--- config.mk ---
export PLATFORM = sky130hd
export DESIGN_NAME = rcd_top
export DESIGN_NICKNAME = d
export VERILOG_FILES = /design/src/inc/rcd_pkg.sv /design/src/rtl/rcd_sync.sv /design/src/rtl/rcd_top.sv
export SDC_FILE = /design/constraint.sdc
export NUM_CORES = 1
export LEC_CHECK = 0
export BUFFER_PORTS_ARGS = -buffer_cell sky130_fd_sc_hd__buf_2
export CORE_AREA = 3 3 55 77
export CTS_CLUSTER_SIZE = 14
export DETAILED_ROUTE_END_ITERATION = 7
export DIE_AREA = 0 0 58 80
export GPL_ROUTABILITY_DRIVEN = 0
export PLACE_DENSITY = 0.75
export SLEW_MARGIN = 5
export SYNTH_ARGS = -nofsm -noshare
export SYNTH_HDL_FRONTEND = slang
export SYNTH_SLANG_ARGS = --single-unit
--- constraint.sdc ---
create_clock -name clock_i -period 3.87 [get_ports clock_i]
set_input_delay 0.387 -clock clock_i [delete_from_list [all_inputs] [get_ports clock_i]]
set_output_delay 0.387 -clock clock_i [all_outputs]
set_load 0.05 [all_outputs]
--- src/inc/rcd_pkg.sv ---
// shared constants for the reset cause and debug reset block
package rcd_pkg;
	localparam logic [7:0] STATUS_POR_RESET = 8'h82;
	localparam logic [7:0] STATUS_LVR_RESET = 8'h02;
	localparam logic [7:0] FORCE_READ_VALUE = 8'h00;
	localparam int BIT_POWER_ON = 7;
	localparam int BIT_PIN = 6;
	localparam int BIT_WATCHDOG = 5;
	localparam int BIT_ILLEGAL_OPCODE = 4;
	localparam int BIT_ILLEGAL_ADDRESS = 3;
	localparam int BIT_LOW_VOLTAGE = 1;
	localparam int BIT_FORCE_RESET = 0;
	localparam int WATCHDOG_BITS = 16;
	localparam logic [15:0] WATCHDOG_LIMIT = 16'hffff;
	localparam int HOLD_TIME_NS = 100;
	localparam int CLOCK_PERIOD_NS = 5;
	localparam int HOLD_CYCLES = (HOLD_TIME_NS + CLOCK_PERIOD_NS - 1) / CLOCK_PERIOD_NS;
	typedef enum logic [1:0] {
		RCD_RUN,
		RCD_ENTRY,
		RCD_HOLD
	} rcd_state_e;
endpackage

--- src/rtl/rcd_sync.sv ---
// two-stage synchroniser for pin-level inputs
`timescale 1ns/1ps
module rcd_sync #(
	parameter int WIDTH = 1
) (
	input wire logic clock_i,
	input wire logic rst_i,
	input wire logic [WIDTH-1:0] async_i,
	output logic [WIDTH-1:0] sync_o
);
	logic [WIDTH-1:0] stage1_q;

	always_ff @(posedge clock_i) begin
		if (rst_i) begin
			stage1_q <= '0;
			sync_o <= '0;
		end else begin
			stage1_q <= async_i;
			sync_o <= stage1_q;
		end
	end
endmodule

--- src/rtl/rcd_top.sv ---
// reset cause status, watchdog service and debug forced reset
`timescale 1ns/1ps
//
// Contract
// - status register shows cause of last reset; software writes never alter it
// - debug forced reset clears every cause flag
// - any write to status address restarts watchdog, flags unchanged
// - other resets set flags of active sources, clear others; low-voltage reset sets only its own flag
// - power-on sets bit 7 and also the low-voltage flag
// - bit 6 set when reset came from low external reset pin
// - bit 5 set on watchdog timeout; blocked when watchdog disabled
// - bit 4 set when illegal opcode caused reset
// - stop illegal without stop enable; background illegal without debug enable
// - bit 3 set on access to unimplemented address
// - low supply with low-voltage reset enabled resets and sets bit 1
// - user program writes to force reset register are ignored
// - force reset register always reads zero
// - debug host writes 1 to force bit; device does full reset
// - bits 2 and 0 of status always read zero
// - stop with stop enable 0 forces illegal-opcode reset
module rcd_top (
	input wire logic clock_i,
	input wire logic rst_i,
	input wire logic power_on_i,
	input wire logic low_voltage_i,
	input wire logic low_voltage_reset_enable_i,
	input wire logic reset_pin_n_i,
	input wire logic watchdog_enable_i,
	input wire logic illegal_opcode_i,
	input wire logic stop_exec_i,
	input wire logic stop_enable_i,
	input wire logic background_exec_i,
	input wire logic debug_mode_enable_i,
	input wire logic illegal_address_i,
	input wire logic status_wr_i,
	input wire logic status_rd_i,
	input wire logic force_wr_i,
	input wire logic force_rd_i,
	input wire logic force_from_debug_i,
	input wire logic [7:0] wr_data_i,
	input wire logic mode_select_pin_i,
	output logic [7:0] rd_data_o,
	output logic mcu_reset_o,
	output logic background_debug_mode_o,
	output logic watchdog_timeout_o
);
	logic pin_low_sync;
	logic low_voltage_sync;
	logic mode_pin_sync;
	logic [4:0] status_q;
	logic [4:0] status_d;
	rcd_pkg::rcd_state_e state_q;
	logic [7:0] hold_q;
	logic [15:0] watchdog_q;
	logic forced_q;
	logic power_on_q;
	logic lvr_q;
	logic illegal_op_src;
	logic watchdog_src;
	logic lvr_src;
	logic force_req;
	logic any_src;
	logic [7:0] rd_d;
	logic [7:0] status_view;

	////////////////////////////////////////////////////////////////
	// helpers shared by the watchdog, the sequencer and the mode sampling
	function automatic logic at_limit(input logic [15:0] count);
		return count == rcd_pkg::WATCHDOG_LIMIT;
	endfunction

	// release waits for the minimum hold and for every level source to drop
	function automatic logic hold_over(input logic [7:0] count, input logic pin_low,
		input logic low_voltage_reset);
		return count >= 8'(rcd_pkg::HOLD_CYCLES) && !pin_low && !low_voltage_reset;
	endfunction

	////////////////////////////////////////////////////////////////
	// pin inputs cross into the bus clock through two flops
	rcd_sync #(
		.WIDTH(3)
	) u_sync (
		.clock_i(clock_i),
		.rst_i(rst_i),
		.async_i({~reset_pin_n_i, low_voltage_i, mode_select_pin_i}),
		.sync_o({pin_low_sync, low_voltage_sync, mode_pin_sync})
	);

	////////////////////////////////////////////////////////////////
	// reset sources
	// stop and background decode come from cpu logic on this clock
	assign illegal_op_src = illegal_opcode_i
		| (stop_exec_i & ~stop_enable_i)
		| (background_exec_i & ~debug_mode_enable_i);
	assign watchdog_src = watchdog_enable_i & at_limit(watchdog_q);
	assign lvr_src = low_voltage_reset_enable_i & low_voltage_sync;
	// only the serial debug path may force a reset
	assign force_req = force_wr_i & force_from_debug_i
		& wr_data_i[rcd_pkg::BIT_FORCE_RESET];
	assign any_src = illegal_op_src | watchdog_src | lvr_src | force_req
		| pin_low_sync | illegal_address_i;
	assign watchdog_timeout_o = watchdog_src;

	////////////////////////////////////////////////////////////////
	// watchdog counter, restarted by any write to the status address
	always_ff @(posedge clock_i) begin
		if (rst_i || state_q != rcd_pkg::RCD_RUN) begin
			watchdog_q <= '0;
		end else if (status_wr_i) begin
			watchdog_q <= '0;
		end else if (watchdog_enable_i && !at_limit(watchdog_q)) begin
			// the count saturates, so the timeout stands until the sequencer takes it
			watchdog_q <= watchdog_q + 16'h0001;
		end
	end

	////////////////////////////////////////////////////////////////
	// shared reset sequencer: entry, then a minimum hold
	always_ff @(posedge clock_i) begin
		if (rst_i) begin
			state_q <= rcd_pkg::RCD_HOLD;
			hold_q <= '0;
		end else begin
			unique case (state_q)
				rcd_pkg::RCD_RUN: begin
					// power-on restarts the core as well as setting its flags
					if (any_src || power_on_i) begin
						state_q <= rcd_pkg::RCD_ENTRY;
					end
				end
				rcd_pkg::RCD_ENTRY: begin
					state_q <= rcd_pkg::RCD_HOLD;
					hold_q <= '0;
				end
				rcd_pkg::RCD_HOLD: begin
					// a pin or low-voltage source still held keeps the device in reset
					if (hold_q < 8'(rcd_pkg::HOLD_CYCLES)) begin
						hold_q <= hold_q + 8'h01;
					end else if (hold_over(hold_q, pin_low_sync, lvr_src)) begin
						state_q <= rcd_pkg::RCD_RUN;
					end
				end
			endcase
		end
	end

	// decoded straight from the state register; no source feeds it directly
	assign mcu_reset_o = (state_q != rcd_pkg::RCD_RUN);

	////////////////////////////////////////////////////////////////
	// cause capture at reset entry
	// packed cause bits, high to low: pin, watchdog, illegal opcode, illegal address
	always_comb begin
		status_d = '0;
		status_d[3] = pin_low_sync;
		status_d[2] = watchdog_src;
		status_d[1] = illegal_op_src;
		status_d[0] = illegal_address_i;
		if (force_req) begin
			status_d = '0;
		end
	end

	// power-on enters through rst_i or power_on_i; either one sets power_on_q and lvr_q
	always_ff @(posedge clock_i) begin
		if (rst_i) begin
			status_q <= '0;
			forced_q <= 1'b0;
			power_on_q <= 1'b1;
			lvr_q <= 1'b1;
		end else if (power_on_i) begin
			status_q <= '0;
			power_on_q <= 1'b1;
			lvr_q <= 1'b1;
			forced_q <= 1'b0;
		end else if (state_q == rcd_pkg::RCD_RUN && any_src) begin
			// low-voltage reset reports only its own flag
			if (lvr_src && !force_req) begin
				status_q <= '0;
				lvr_q <= 1'b1;
			end else begin
				status_q <= status_d;
				lvr_q <= 1'b0;
			end
			power_on_q <= 1'b0;
			forced_q <= force_req;
		end
		// writes to the status address never touch these flags
	end

	////////////////////////////////////////////////////////////////
	// mode selection sampled from the mode pin as a forced reset ends
	always_ff @(posedge clock_i) begin
		if (rst_i) begin
			background_debug_mode_o <= 1'b0;
		end else if (state_q == rcd_pkg::RCD_HOLD && hold_over(hold_q, pin_low_sync, lvr_src)) begin
			background_debug_mode_o <= forced_q & ~mode_pin_sync;
		end
	end

	////////////////////////////////////////////////////////////////
	// read data
	always_comb begin
		status_view = '0;
		status_view[rcd_pkg::BIT_POWER_ON] = power_on_q;
		status_view[rcd_pkg::BIT_PIN] = status_q[3];
		status_view[rcd_pkg::BIT_WATCHDOG] = status_q[2];
		status_view[rcd_pkg::BIT_ILLEGAL_OPCODE] = status_q[1];
		status_view[rcd_pkg::BIT_ILLEGAL_ADDRESS] = status_q[0];
		status_view[rcd_pkg::BIT_LOW_VOLTAGE] = lvr_q;
		rd_d = '0;
		if (status_rd_i) begin
			rd_d = status_view;
		end else if (force_rd_i) begin
			rd_d = rcd_pkg::FORCE_READ_VALUE;
		end
	end

	always_ff @(posedge clock_i) begin
		if (rst_i) begin
			rd_data_o <= '0;
		end else begin
			rd_data_o <= rd_d;
		end
	end
endmodule

==> flow_summary.yaml <==
run_status:
  status: "finished clean"
global_routing:
  grt_pass1_vias: 1384
  overflow: 0
  grt_max_degree: 20
  grt_first_pass_wirelength_um: 5970
  grt_usage_pct: 16.4
  antenna_found_initial: 0
worst_setup_path:
  critPathKind: "reg2out"
  crit_start: "watchdog_q[0]"
  cp.required_ps: 3480
  crit_path_end_kind: "primary output"
  critPathLaunchType: "flip-flop"
  critPathMaxFanout: 7
  r2r_start: "watchdog_q[0]"
  arrival_ps: 1930
synthesis:
  synth-compound-area-share_pct: 9.93
  synth.mux.area_fraction_pct: 2.51
  synthAdderAreaFrac_pct: 3.68
  synth_xor_area_share_pct: 4.72
  synth_cell_types: 47
  yosys.area.top_type: "dfxtp_1"
  syn_avg_cell_area_sq_um: 9.00
  ys_warn_count: 0
  ys_ff_latch: 46
  synth-edff-count: 0
  syn_inst: 227
  synth_top_family_by_area: "simple AND/OR/NAND/NOR gates"
  yosys.area_share.simple_pct: 30.5
  synth_top_flop_cell: "dfxtp_1"
  synth.area.top_cells: "dfxtp_1 45%, nor2_1 6.6%, xnor2_1 4.7%"
  synth_top_area_share_pct: 45.1
  syn_area_sq_um: 2040
  yosysSeqAreaShare_pct: 45.1
  async_reset_ff_share_pct: 0
clock_tree:
  cts_resized: 0
  h-tree-depth: 2
  clk_transition_reported_paths_ps: 80
  cts_root_buf: "clkbuf_8"
  cts_buffer_depth: 2
  cts_hold_buf: 0
  clk_latency_ps: 300
  post_cts_buffers: 0
  clkSinkCount: 46
  cts_buffers: 5
  tritoncts: "yes"
min_path:
  hp-start: "reset_pin_n_i"
  hp-class: "in2reg"
floorplan:
  die_w_um: 58
  core-area_sq_um: 3640
  std_cell_rows: 26
  die_y_um: 80
  top_level_ports: 38
  die-area_sq_um: 4640
  initial_utilization_pct: 56.0
detailed_routing:
  drt-vias-per-instance: 5.39
  final_antenna_net_count: 0
  drc: 0
  first_pass_iters: 4
  drtIter0Drc: 53
  vias: 1600
  wl_um: 3500
  wire_per_inst_um: 11.8
power_and_ir_drop:
  switching_share_pct: 29.1
  p_comb_share_pct: 19.3
  p_clk_share_pct: 29.4
  seqPwrFrac_pct: 51.3
  pwr_density_cell_nw_per_um2: 443
  vdd.ir_drop.worst_v: 0.000485
  power.leakage_nw: 0.936
  p_int_w: 0.000718
  power_switching_w: 0.000295
final_layout:
  layout_commonest_cell: "dfxtp_1"
  multiInputGateArea_sq_um: 1050
  drive_gt1_share_pct: 16.9
  seqCellArea_sq_um: 921
  area_delta_synth_final_pct: 12.1
  antenna_cells: 0
  mostFrequentLayoutCells: "46 x dfxtp_1, 36 x nor2_1, 27 x buf_2"
  num-fill-cells: 323
  final_nets: 287
placed_design:
  dpl.hpwl_um: 2550
  post-place-ws_ps: 1750
  portBuffers: 27
timing:
  slew_violations: 0
  rsz0062_at_grt: "no"
  worst_clock_skew_ps: 6.85
  worst_slack_ps: 1550
  finalSetupTns_ps: 0
  fin_hold_ws_ps: 234
  period_needed_ps: 2320
  setup_violations: 0
  clock.fmax_mhz: 431
  hold_viol: 0
  slew-limit-headroom_pct: 58.0
  tightestPinTransition_ps: 627
  finalCritPeriodShare_pct: 59.9
run:
  maxCapViolCount: 0
## area by class of cell
| type | instances | area share, % |
|---|---|---|
| multi-input combinational | 166 | 46.1 |
| clock inverter | 2 | 0.547 |
| tap | 42 | 2.30 |
| clock buffer | 6 | 3.61 |
| inverter | 8 | 1.31 |
| timing repair buffer | 27 | 5.90 |
| sequential | 46 | 40.2 |
## power by group through the flow
stage          Clock [W]  Sequential, W  Combinational, W
6_report        0.000297       0.000520          0.000196
5_1_grt         0.000323       0.000523          0.000222
4_1_cts         0.000307       0.000520          0.000198
2_1_floorplan          0       0.000534          0.000154
3_5_place_dp           0       0.000531          0.000197
3_3_place_gp           0       0.000530          0.000195
## sequential cells by signal (all words and copies together) (netlist names)
register,flops
u_sync.stage1_q,3
power_on_q,1
forced_q,1
state_q,2
status_q,4
rd_data_o,6
lvr_q,1
watchdog_q,16
hold_q,8
background_debug_mode_o,1
u_sync.sync_o,3
## per-stage QoR
| stage | utilization [%] | area, sq um | cells | total power [W] |
|---|---|---|---|---|
| CTS | 62.8 | 2290 | 297 | 0.00103 |
| floorplan | - | 2050 | 228 | 0.000687 |
| global route | 62.8 | 2290 | 297 | 0.00107 |
| detailed placement | 60.2 | 2190 | 289 | 0.000728 |
| global placement | 60.2 | 2190 | 289 | 0.000725 |
| finish | 62.8 | 2290 | 297 | 0.00101 |
## layer usage
| metal | share of wire [%] | GRT usage [%] | wire length [um] |
|---|---|---|---|
| met4 | 1.7 | 6.96 | 60 |
| met1 | 43 | 20.3 | 1510 |
| met5 | 0 | 0 | 0 |
| met3 | 4.8 | 4.53 | 168 |
| met2 | 50 | 26.4 | 1760 |
## cell families (layout without fill, tap and decap cells)
kind of cell / Yosys count / after routing
buffers and inverters: 16 / 43
and+or+nand+nor: 112 / 112
DFF: 46 / 46
adders and majority gates: 6 / 6
AOI/OAI and AO/OA: 30 / 30
xor gates and xnor gates: 11 / 11
other: 1 / 2
muxes: 5 / 5
## worst max-delay path, cell delays in order, from the launching register on
cell and delay [ps]:
dfxtp_1 390, ha_1 270, nand4_4 180, nor4_4 460, buf_2 340
## Yosys cell counts, types with 4 or more instances
cell type	number
a32oi_1	4
ha_1	6
inv_1	8
o21ai_0	4
and3_1	5
nand2_1	13
nand4_1	5
a21oi_1	10
dfxtp_1	46
xnor2_1	11
and2_1	10
nand3_1	6
mux2i_1	4
nor2b_1	9
nor3_1	7
nor2_1	36
## path summary, 6_finish.rpt
path / cells past startpoint / slack [ps] / end
min reg2reg: 1 / 440 / u_sync.sync_o[1]
min: 2 / 230 / u_sync.stage1_q[2]
max reg2reg: 6 / 1760 / state_q[0]
max: 4 / 1550 / watchdog_timeout_o
Note: power is estimated with default switching activity, not from simulation.
